===== src/core/ars_params.svh =====
// ars_params.svh: offsets, field positions, reset values and codes of the slice.
// Assumes inclusion by bare name from the slice module and the testbench.
`ifndef ARS_PARAMS_SVH
`define ARS_PARAMS_SVH

// ----------------------------------------------------------------
// register map (byte addresses on the 8-bit AXI4-Lite address)
// ----------------------------------------------------------------
`define ARS_ADDR_W 8
`define ARS_OFF_CTRL 8'h00
`define ARS_OFF_STATUS 8'h04
`define ARS_OFF_WORD_BASE 8'h20
`define ARS_OFF_WORD_LAST 8'h3c

// ----------------------------------------------------------------
// control and status fields
// ----------------------------------------------------------------
`define ARS_CTRL_HOLD_BIT 0
`define ARS_CTRL_RESET 1'h0
`define ARS_ST_RESULT_LSB 0
`define ARS_ST_RIPPLE_BIT 4
`define ARS_ST_PROP_BIT 5
`define ARS_ST_GEN_BIT 6
`define ARS_ST_ZERO_BIT 7
`define ARS_ST_LINE_BIT 8
`define ARS_ST_CLK_BIT 9

// ----------------------------------------------------------------
// slice geometry and pin reset levels
// ----------------------------------------------------------------
`define ARS_WORDS 8
`define ARS_SYNC_W 15
`define ARS_SYNC_RESET 15'h7000

// ----------------------------------------------------------------
// AXI responses
// ----------------------------------------------------------------
`define ARS_RESP_OKAY 2'h0
`define ARS_RESP_SLVERR 2'h2

`endif


===== src/core/ars_pkg.sv =====
// ars_pkg: types shared by the slice logic.
// Assumes nothing of its surroundings.
package ars_pkg;

    // eight function codes; the two 00x codes are the carry-using arithmetic ones
    typedef enum logic [2:0] {
        ARS_OP_ADD = 3'b000,
        ARS_OP_ADD_ALT = 3'b001,
        ARS_OP_AND = 3'b010,
        ARS_OP_OR = 3'b011,
        ARS_OP_XOR = 3'b100,
        ARS_OP_LOAD = 3'b101,
        ARS_OP_CLEAR = 3'b110,
        ARS_OP_KEEP = 3'b111
    } ars_op_t;

    // register decode outcome
    typedef enum logic [1:0] {
        ARS_SEL_CTRL = 2'b00,
        ARS_SEL_STATUS = 2'b01,
        ARS_SEL_WORD = 2'b10,
        ARS_SEL_NONE = 2'b11
    } ars_sel_t;

endpackage : ars_pkg


===== src/core/ars_slice.sv =====
// ars_slice: one 4-bit arithmetic register slice with an AXI4-Lite window.
// Assumes slice pins arrive asynchronously to mclk and are resynchronised here;
// the wired-OR zero line and the output bus are resolved by the surroundings.
// pins are sampled, so each slice clock phase must last several mclk periods.
// word store and output register power up unknown; software reads them as they are.
//
// The register offsets and register access over AXI4-Lite were chosen for this implementation.
`timescale 1ns/1ps
`include "ars_params.svh"

module ars_slice import ars_pkg::*; (
    input wire logic mclk,
    input wire logic rstn,
    // slice pins
    input wire logic [3:0] data_in_n,
    input wire logic [2:0] word_sel,
    input wire logic [2:0] func_sel,
    input wire logic top_slice_select,
    input wire logic slice_clock,
    input wire logic run_strobe_n,
    input wire logic out_drive_en_n,
    output logic [3:0] result_out_n,
    output logic result_oe_n,
    output logic ripple_link_n,
    output logic prop_neg_n,
    output logic gen_ovf_n,
    input wire logic zero_line_in,
    output logic zero_line_out,
    output logic zero_line_oe_n,
    // AXI4-Lite slave
    input wire logic [7:0] s_axi_awaddr,
    input wire logic [2:0] s_axi_awprot,
    input wire logic s_axi_awvalid,
    output logic s_axi_awready,
    input wire logic [31:0] s_axi_wdata,
    input wire logic [3:0] s_axi_wstrb,
    input wire logic s_axi_wvalid,
    output logic s_axi_wready,
    output logic [1:0] s_axi_bresp,
    output logic s_axi_bvalid,
    input wire logic s_axi_bready,
    input wire logic [7:0] s_axi_araddr,
    input wire logic [2:0] s_axi_arprot,
    input wire logic s_axi_arvalid,
    output logic s_axi_arready,
    output logic [31:0] s_axi_rdata,
    output logic [1:0] s_axi_rresp,
    output logic s_axi_rvalid,
    input wire logic s_axi_rready
);

    // ----------------------------------------------------------------
    // pin synchronisers
    // ----------------------------------------------------------------
    logic [`ARS_SYNC_W-1:0] sync1;
    logic [`ARS_SYNC_W-1:0] sync2;
    wire [`ARS_SYNC_W-1:0] pins_raw = {zero_line_in, out_drive_en_n, run_strobe_n, slice_clock,
                            top_slice_select, func_sel, word_sel, data_in_n};

    // first stage feeds only the second; reset parks clock low, strobe and enable high
    always_ff @(posedge mclk or negedge rstn) begin
        if (!rstn) begin
            sync1 <= `ARS_SYNC_RESET;
            sync2 <= `ARS_SYNC_RESET;
        end else begin
            sync1 <= pins_raw;
            sync2 <= sync1;
        end
    end

    // named views of the resynchronised pins
    wire [3:0] operand_d = ~sync2[3:0];
    wire [2:0] sel_word = sync2[6:4];
    wire [2:0] sel_func = sync2[9:7];
    wire top_slice = sync2[10];
    wire clk_lvl = sync2[11];
    wire strobe_n = sync2[12];
    wire drive_en_n = sync2[13];
    wire line_lvl = sync2[14];

    // ----------------------------------------------------------------
    // software control
    // ----------------------------------------------------------------
    logic ctrl_hold;
    // hold forces the strobe inactive, so software can freeze the slice
    wire exec_n = strobe_n | ctrl_hold;

    // ----------------------------------------------------------------
    // word store, latches and output register
    // ----------------------------------------------------------------
    // storage, its read latch and the ALU result that feeds both stores
    logic [3:0] ram [0:`ARS_WORDS-1];
    logic [3:0] latch_q;
    logic [3:0] out_reg;
    logic clk_prev;
    wire [3:0] alu_res;

    // active-low AND of clock-low and strobe: the write-back window
    wire write_win = ~clk_lvl & ~exec_n;

    // the output register loads at most once per microcycle, on the synced clock rise while the strobe is active
    wire clk_rise = clk_lvl & ~clk_prev;
    wire load_out = clk_rise & ~exec_n;

    // edge memory for the resynchronised slice clock
    always_ff @(posedge mclk or negedge rstn) begin
        if (!rstn) begin
            clk_prev <= 1'b0;
        end else begin
            clk_prev <= clk_lvl;
        end
    end

    // latches follow the selected word while the clock is high, hold while low
    always_ff @(posedge mclk) begin
        if (clk_lvl) begin
            latch_q <= ram[sel_word];
        end
    end

    // no reset on storage: contents stay unknown until a microcycle writes them
    always_ff @(posedge mclk) begin
        if (write_win) begin
            ram[sel_word] <= alu_res;
        end
        if (load_out) begin
            out_reg <= alu_res;
        end
    end

    // ----------------------------------------------------------------
    // ALU
    // ----------------------------------------------------------------
    wire [3:0] op_a = latch_q;
    wire arith = (sel_func[2:1] == 2'b00);
    // the carry chain is active low: a low bit zero means carry in
    wire carry_in = ~sel_func[0];
    wire [4:0] sum5 = {1'b0, op_a} + {1'b0, operand_d} + {4'h0, carry_in};

    // group terms for a lookahead unit; the carry-in takes no part in them
    wire [3:0] gen_b = op_a & operand_d;
    wire [3:0] prop_b = op_a | operand_d;
    wire grp_prop = &prop_b;
    wire grp_gen = gen_b[3] | (prop_b[3] & gen_b[2]) | (prop_b[3] & prop_b[2] & gen_b[1])
                   | (prop_b[3] & prop_b[2] & prop_b[1] & gen_b[0]);

    // logic functions; arithmetic codes take the sum instead
    function automatic logic [3:0] ars_logic(input ars_op_t op, input logic [3:0] a,
                                             input logic [3:0] d);
        logic [3:0] r;
        r = a;
        unique case (op)
            ARS_OP_AND: r = a & d;
            ARS_OP_OR: r = a | d;
            ARS_OP_XOR: r = a ^ d;
            ARS_OP_LOAD: r = d;
            ARS_OP_CLEAR: r = 4'h0;
            ARS_OP_KEEP: r = a;
            ARS_OP_ADD, ARS_OP_ADD_ALT: r = a + d;
        endcase
        return r;
    endfunction : ars_logic

    // strobe does not gate the computation, only the stores
    wire [3:0] logic_res = ars_logic(ars_op_t'(sel_func), op_a, operand_d);
    assign alu_res = arith ? sum5[3:0] : logic_res;

    // overflow has meaning only for the add codes; logic codes never flag it
    wire ovf = arith & (op_a[3] == operand_d[3]) & (alu_res[3] != op_a[3]);
    wire res_zero = (alu_res == 4'h0);

    // ----------------------------------------------------------------
    // expansion outputs
    // ----------------------------------------------------------------
    wire next_ripple_n = arith ? ~sum5[4] : sel_func[0];
    // lower slices feed a lookahead unit, or pass bit zero through it on logic codes
    wire chain_prop_n = arith ? ~grp_prop : 1'b0;
    wire chain_gen_n = arith ? ~grp_gen : 1'b1;

    // the top slice swaps both for its sign and overflow status
    wire next_prop_n = top_slice ? ~alu_res[3] : chain_prop_n;
    wire next_gen_n = top_slice ? ~ovf : chain_gen_n;

    // retimed every mclk edge, independent of slice clock and strobe
    always_ff @(posedge mclk or negedge rstn) begin
        if (!rstn) begin
            ripple_link_n <= 1'b1;
            prop_neg_n <= 1'b1;
            gen_ovf_n <= 1'b1;
            zero_line_oe_n <= 1'b1;
            zero_line_out <= 1'b0;
        end else begin
            ripple_link_n <= next_ripple_n;
            prop_neg_n <= next_prop_n;
            gen_ovf_n <= next_gen_n;
            zero_line_oe_n <= res_zero;
            zero_line_out <= 1'b0;
        end
    end

    // three-state result bus: value and enable registered together
    always_ff @(posedge mclk or negedge rstn) begin
        if (!rstn) begin
            result_out_n <= 4'hf;
            result_oe_n <= 1'b1;
        end else begin
            result_out_n <= ~out_reg;
            result_oe_n <= drive_en_n;
        end
    end

    // ----------------------------------------------------------------
    // AXI4-Lite slave
    // ----------------------------------------------------------------
    function automatic ars_sel_t ars_decode(input logic [7:0] addr);
        ars_sel_t s;
        s = ARS_SEL_NONE;
        if (addr == `ARS_OFF_CTRL) begin
            s = ARS_SEL_CTRL;
        end else if (addr == `ARS_OFF_STATUS) begin
            s = ARS_SEL_STATUS;
        end else if (addr >= `ARS_OFF_WORD_BASE && addr <= `ARS_OFF_WORD_LAST
                     && addr[1:0] == 2'b00) begin
            s = ARS_SEL_WORD;
        end
        return s;
    endfunction : ars_decode

    // captured halves of a write; either channel may arrive first
    logic aw_held;
    logic w_held;
    logic [7:0] awaddr_q;
    logic [31:0] wdata_q;
    logic wstrb0_q;

    // handshakes and address decode for both channels
    wire aw_fire = s_axi_awvalid & s_axi_awready;
    wire w_fire = s_axi_wvalid & s_axi_wready;
    wire do_write = aw_held & w_held;
    wire ars_sel_t wsel = ars_decode(awaddr_q);
    wire ars_sel_t rsel = ars_decode(s_axi_araddr);
    wire [2:0] rd_word = s_axi_araddr[4:2];

    // status fields placed by the shared bit positions; unused bits read zero
    wire [31:0] status_word = (32'(out_reg) << `ARS_ST_RESULT_LSB)
                              | (32'(ripple_link_n) << `ARS_ST_RIPPLE_BIT)
                              | (32'(prop_neg_n) << `ARS_ST_PROP_BIT)
                              | (32'(gen_ovf_n) << `ARS_ST_GEN_BIT)
                              | (32'(res_zero) << `ARS_ST_ZERO_BIT)
                              | (32'(line_lvl) << `ARS_ST_LINE_BIT)
                              | (32'(clk_lvl) << `ARS_ST_CLK_BIT);

    // unmapped reads return zero along with an error response
    wire [31:0] rd_mux = (rsel == ARS_SEL_CTRL) ? {31'h0, ctrl_hold} :
                         (rsel == ARS_SEL_STATUS) ? status_word :
                         (rsel == ARS_SEL_WORD) ? {28'h0, ram[rd_word]} : 32'h0;

    // write path: address and data taken in either order, answer after both
    always_ff @(posedge mclk or negedge rstn) begin
        if (!rstn) begin
            aw_held <= 1'b0;
            w_held <= 1'b0;
            awaddr_q <= 8'h00;
            wdata_q <= 32'h0;
            wstrb0_q <= 1'b0;
            s_axi_awready <= 1'b1;
            s_axi_wready <= 1'b1;
            s_axi_bvalid <= 1'b0;
            s_axi_bresp <= `ARS_RESP_OKAY;
            ctrl_hold <= `ARS_CTRL_RESET;
        end else begin
            if (aw_fire) begin
                aw_held <= 1'b1;
                awaddr_q <= s_axi_awaddr;
                s_axi_awready <= 1'b0;
            end
            if (w_fire) begin
                w_held <= 1'b1;
                wdata_q <= s_axi_wdata;
                wstrb0_q <= s_axi_wstrb[0];
                s_axi_wready <= 1'b0;
            end
            if (do_write) begin
                aw_held <= 1'b0;
                w_held <= 1'b0;
                s_axi_bvalid <= 1'b1;
                s_axi_bresp <= (wsel == ARS_SEL_NONE) ? `ARS_RESP_SLVERR : `ARS_RESP_OKAY;
                if (wsel == ARS_SEL_CTRL && wstrb0_q) begin
                    ctrl_hold <= wdata_q[`ARS_CTRL_HOLD_BIT];
                end
            end
            if (s_axi_bvalid && s_axi_bready) begin
                s_axi_bvalid <= 1'b0;
                s_axi_awready <= 1'b1;
                s_axi_wready <= 1'b1;
            end
        end
    end

    // read path: one cycle from address to data
    always_ff @(posedge mclk or negedge rstn) begin
        if (!rstn) begin
            s_axi_arready <= 1'b1;
            s_axi_rvalid <= 1'b0;
            s_axi_rdata <= 32'h0;
            s_axi_rresp <= `ARS_RESP_OKAY;
        end else if (s_axi_arvalid && s_axi_arready) begin
            s_axi_arready <= 1'b0;
            s_axi_rvalid <= 1'b1;
            s_axi_rdata <= rd_mux;
            s_axi_rresp <= (rsel == ARS_SEL_NONE) ? `ARS_RESP_SLVERR : `ARS_RESP_OKAY;
        end else if (s_axi_rvalid && s_axi_rready) begin
            s_axi_rvalid <= 1'b0;
            s_axi_arready <= 1'b1;
        end
    end

endmodule : ars_slice


===== config.mk =====
export PLATFORM = sky130hd
export DESIGN_NAME = ars_slice
export DESIGN_NICKNAME = d
export VERILOG_FILES = /design/src/core/ars_pkg.sv /design/src/core/ars_slice.sv
export VERILOG_INCLUDE_DIRS = /design/src /design/src/core
export SDC_FILE = /design/constraint.sdc
export NUM_CORES = 1
export LEC_CHECK = 0
export BUFFER_PORTS_ARGS = -buffer_cell sky130_fd_sc_hd__buf_2
export CAP_MARGIN = 10
export CORE_MARGIN = 5
export CORE_UTILIZATION = 52
export DETAILED_ROUTE_END_ITERATION = 10
export PLACE_DENSITY = 0.79
export SYNTH_ARGS = -nofsm -noshare
export SYNTH_HDL_FRONTEND = slang
export SYNTH_SLANG_ARGS = --single-unit

===== constraint.sdc =====
create_clock -name mclk -period 2.9 [get_ports mclk]
set_input_delay 0.58 -clock mclk [delete_from_list [all_inputs] [get_ports mclk]]
set_output_delay 0.58 -clock mclk [all_outputs]
set_load 0.01 [all_outputs]

==> results.cfg, run 1 <==
[final_layout]
final_nets = 481
drive_gt1_frac = 0.328
seqCellArea_um2 = 2980
area_delta_synth_final_pct = 11.9
regMostFlops = ram
fillers = 721
multi_input_area_um2 = 1550
largest_register_ffs = 32
top_regs = ram: 32 flops, sync1: 15 flops, sync2: 15 flops
diodes = 0
fin_util = 0.588

[worst_setup_path]
slowest_stage = dfrtp_1
critical_path.n_buffers_inverters = 0
reg2reg_setup_slack_ns = 0.38
crit_start = sync2[7]
crit_arrival_ns = 2.77
regToRegEndpoint = s_axi_rdata[7]
crit_required_ns = 3.15
start_kind = flip-flop
end_kind = flip-flop
worst_r2r_startpoint = sync2[7]
crit_type = reg2reg
critical_path.endpoint = s_axi_rdata[7]
r2r_cells = 7
critPathTopFamily = adder cells
cpPeakStageDelay_ns = 0.52
crit_path_frequent_cell = fa_1
cp.depth = 7
path_max_fanout = 10
path_cells = fa_1 -> fa_1 -> nor2b_1 -> or3_1 -> a31oi_1 -> nor3_1 -> a32o_1

[grt]
grt_max_degree = 39
antenna_found_initial = 0
grt_pass1_vias = 2753
grt_first_pass_wirelength_mm = 13.7
overflow = 0
grt_usage = 0.156

[clock_network]
path_clk_slew_ns = 0.10
cts_buffer_depth = 2
cts_buffers = 9
clk_latency_ns = 0.36
cts_max_level = 3
ctsResizeCount = 0
post-cts-setup-buffer-count = 0
cts.hold.buffers_added = 0
cts.sinks = 110
cts_root_buffer = clkbuf_8
cts_tree = done

[min_path]
hold_class = in2async

[sta]
hold_viol = 0
slew_violations = 0
tightest_slew_ns = 0.761
finalCritPeriodShare = 0.869
setup_tns_ns = 0
slew_headroom = 0.489
skew_ns = 0.0192
rsz0062_at_grt = no
fmax_ghz = 0.397
setup_violations = 0
layout_min_cycle_time_ns = 2.52

[drt]
num_vias = 2725
detail-route-antenna-nets = 0
first_pass_iters = 4
wirelength_mm = 8.40
via_per_inst = 5.37
wl_met3_um = 619
wl_met2_mm = 4.01
wl_per_cell_um = 16.6
dr.max_layer_used = met4
m1WireLength_mm = 3.65
drtIter0Drc = 143
drcViolationCount = 0

[power]
leakage_uw = 0.00228
ir_worst_vdd_mv = 0.327
clockPowerShare = 0.301
p_sw_frac = 0.248
internal-power_uw = 2500
p_switching_uw = 822
p_per_area_nw_per_um2 = 622
pwr-share-comb = 0.125
seq_power_share = 0.574

[synthesis]
synthArstFlopShare = 0.636
synthTopCellsByCount = dfrtp_1, edfxtp_1, buf_4, inv_1
synthAdderAreaFrac = 0.0294
synth_area_leaders = dfrtp_1, edfxtp_1, dfstp_2
synth_flop_cell = dfrtp_1
syn_area_per_cell_um2 = 14.8
yosysSeqAreaShare = 0.624
synth_top_cell_by_area = dfrtp_1
synthMuxAreaShare = 0.141
synth_warnings = 0
ys_seq_elements = 110
synth_compound_area_frac = 0.0675
synth_top_cell_area_share = 0.273
synth_top_family_by_area = multiplexers
synth_most_common_cell = dfrtp_1
synthXorXnorAreaFrac = 0
synth_edf_count = 40
syn_area_um2 = 4770
synth_cells = 323
yosys.area_share.simple = 0.0677
synth_cell_types = 51

[floorplanning]
die_h_um = 106
die_w_um = 106
die_area_um2 = 11200
core-area_um2 = 9060
start_util = 0.526
num_io_pins = 131
row_count = 35

[placement]
port_buffers = 65
gp_congestion = 0.881
dp_hpwl_mm = 6.33

[job]
maxCapViolCount = 0

[outcome]
status = complete, no violations
==> worst min path at each step <==
| stage | from | end | slack, ns | cells past startpoint |
|---|---|---|---|---|
| floorplan | rstn | aw_held | 0.28 | 0 |
| global placement | sync1[11] | sync2[11] | 0.33 | 0 |
| detailed placement | sync1[10] | sync2[10] | 0.33 | 0 |
| CTS | rstn | sync2[10] | 0.28 | 1 |
| global route | out_drive_en_n | sync1[13] | 0.29 | 1 |
| finish | rstn | awaddr_q[0] | 0.26 | 1 |
==> stage by stage <==
stage,total power [uW],setup WS [ns],instance area [um2],std cells,hold slack [ns]
floorplan,2210,0.368,4860,347,0.284
global placement,2330,0.421,5110,491,0.333
detailed placement,2360,0.366,5110,491,0.335
CTS,3360,0.348,5330,507,0.279
global route,3490,0.225,5330,507,0.290
finish,3320,0.380,5330,507,0.262
==> kinds of logic after synthesis <==
group,count (synthesis)
AND/OR/NAND/NOR,58
adder cells (fa/ha/maj),10
flip-flops,110
multiplexers,42
buffers and inverters,56
AO/OA/AOI/OAI,46
other,1
==> per-layer routing <==
metal / up-vias / track usage
met5: - / 0
met3: 10 / 0.0337
met1: 1331 / 0.213
met4: 0 / 0.0527
met2: 103 / 0.249
li1: 1281 / -
==> cell type report <==
cell class | count | share of cell area
Tap cell | 111 | 0.0261
Timing Repair Buffer | 70 | 0.0704
Inverter | 19 | 0.0134
Clock buffer | 9 | 0.0232
Sequential cell | 110 | 0.558
Multi-Input combinational cell | 181 | 0.291
Clock inverter | 7 | 0.0178
==> power groups by stage <==
stage / sequential (uW) / combinational (uW) / clock [uW]
after floorplan: 1910 / 300 / 0
after global routing: 1930 / 466 / 1090
after global placement: 1930 / 405 / 0
after CTS: 1910 / 425 / 1030
final: 1910 / 415 / 998
after detailed placement: 1940 / 424 / 0
==> placed cells by master (no fill, tap or decap), types with 9 or more instances in the layout <==
master,synthesis,routed
nor2_1,10,10
dfstp_2,18,18
dfrtp_1,52,52
inv_1,19,19
buf_2,5,65
nand2b_1,11,11
clkbuf_8,0,9
mux2_2,18,18
conb_1,1,25
edfxtp_1,40,40
o21ai_0,11,11
nand2_1,13,13
No activity file was read; power rests on OpenSTA's default activity.
==> inputs of run 2 (changes only) <==
CORE_MARGIN = 10   (was 5)
==> run 2 against run 1 <==
Net effect:
- maximum frequency fell by 0.55%
- flip-flop and latch count did not move
- non-clock buffer count did not move
- global-route usage fell by 1.9 points
- worst setup slack got worse by 0.014 ns
- utilization rose by 1.2 points
- critical path depth did not move
- highest routed layer unchanged
==> results.cfg, run 2 (synthesized netlist as in run 1, its figures left out) <==
[placement]
port_buffers = 65
dp_hpwl_mm = 6.83
gp_congestion = 0.870
place_ws_ns = 0.357

[sta]
slew_headroom = 0.529
slew_violations = 0
skew_ns = 0.0140
tightest_slew_ns = 0.706
setup_tns_ns = 0
setup_violations = 0
layout_min_cycle_time_ns = 2.53
worst_slack_ns = 0.366
rsz0062_at_grt = no
fmax_ghz = 0.395
hold_viol = 0
finalCritPeriodShare = 0.874

[grt]
antenna_found_initial = 0
grt_first_pass_wirelength_mm = 14.5
grt_pass1_vias = 2968
overflow = 0
grt_max_degree = 39
grt_usage = 0.136

[min_path]
hold_class = in2async

[drt]
drtIter0Drc = 157
detail-route-antenna-nets = 0
via_per_inst = 5.46
wirelength_mm = 8.87
wl_per_cell_um = 17.6
first_pass_iters = 4
drcViolationCount = 0
num_vias = 2750

[final_layout]
fin_util = 0.600
layout_commonest_cell = buf_2
final_cell_mix = buf_2, dfrtp_1, edfxtp_1
seqCellArea_um2 = 2980
drive_gt1_frac = 0.331
diodes = 0
largest_register_ffs = 32
area_delta_synth_final_pct = 10.9
top_regs = ram: 32 flops, sync1: 15 flops, sync2: 15 flops
final_nets = 481
regMostFlops = ram
multi_input_area_um2 = 1550
fillers = 711

[floorplanning]
die_area_um2 = 13400
num_io_pins = 131
row_count = 34
core-area_um2 = 8810
start_util = 0.541
die_w_um = 116
die_h_um = 116

[worst_setup_path]
crit_required_ns = 3.17
end_kind = flip-flop
slowest_stage = dfrtp_1
crit_arrival_ns = 2.80
path_cells = fa_1 -> fa_1 -> nor2b_1 -> or3_1 -> a31oi_1 -> nor3_1 -> a32o_1
start_kind = flip-flop
crit_path_frequent_cell = fa_1
crit_type = reg2reg
path_max_fanout = 10
cpPeakStageDelay_ns = 0.53
r2r_cells = 7

[power]
ir_worst_vdd_mv = 0.331
leakage_uw = 0.00227
p_per_area_nw_per_um2 = 602

[clock_network]
cts_tree = done
cts_buffers = 9
clk_latency_ns = 0.37
path_clk_slew_ns = 0.11
post-cts-setup-buffer-count = 0
cts_max_level = 3
cts_buffer_depth = 2
cts_root_buffer = clkbuf_8
cts.sinks = 110
ctsResizeCount = 0
cts.hold.buffers_added = 0

[job]
maxCapViolCount = 0

[outcome]
status = complete, no violations
[run 2: changes by cell type in the layout (fill, tap and decap cells not counted), sizes merged]
cell / change
inv: +4
bufinv: -2
clkinv: -2
clkbuf: +1
clkinvlp: -1
[run 2: final timing paths]
path                                start              end  slack (ns)
max                              sync2[7]   s_axi_rdata[7]        0.37
min                                  rstn      awaddr_q[7]        0.24
max reg2reg                      sync2[7]   s_axi_rdata[7]        0.37
min reg2reg                     sync1[14]        sync2[14]        0.36
max in group asynchronous            rstn  result_out_n[1]        1.93
min in group mclk          out_drive_en_n        sync1[13]        0.29
[run 2: worst max-delay path: cells and delay by family (launching register included)]
kind / cells / cell delay (ns)
AOI/OAI and AO/OA: 2 / 0.49
and+or+nand+nor: 3 / 0.54
adders and majority gates: 2 / 0.89
DFF: 1 / 0.53
[run 2: power by group]
group          leakage [uW]  switching, uW  internal, uW
combinational      0.000984            209           214
clock             0.0000945            523           330
sequential          0.00119            115          1790
[run 2: cell type report]
| class | instances | share of cell area |
|---|---|---|
| inverter | 19 | 0.0135 |
| sequential | 110 | 0.563 |
| tap | 108 | 0.0256 |
| multi-input combinational | 181 | 0.293 |
| timing repair buffer | 70 | 0.0710 |
| clock inverter | 6 | 0.00947 |
| clock buffer | 10 | 0.0241 |
[run 2: metrics by stage]
| stage | instance area, um2 | cells | power [uW] | hold WS, ns |
|---|---|---|---|---|
| 6_report | 5290 | 504 | 3180 | 0.243 |
| 5_1_grt | 5290 | 504 | 3350 | 0.280 |
| 4_1_cts | 5290 | 504 | 3220 | 0.254 |
| 3_5_place_dp | 5110 | 488 | 2370 | 0.335 |
| 3_3_place_gp | 5110 | 488 | 2330 | 0.333 |
| 2_1_floorplan | 4860 | 347 | 2210 | 0.284 |
[run 2: routing by layer]
| layer | GRT usage | wire (um) |
|---|---|---|
| met1 | 0.164 | 3630 |
| met2 | 0.220 | 4150 |
| met3 | 0.0444 | 936 |
| met4 | 0.0617 | 155 |
| met5 | 0 | 0 |
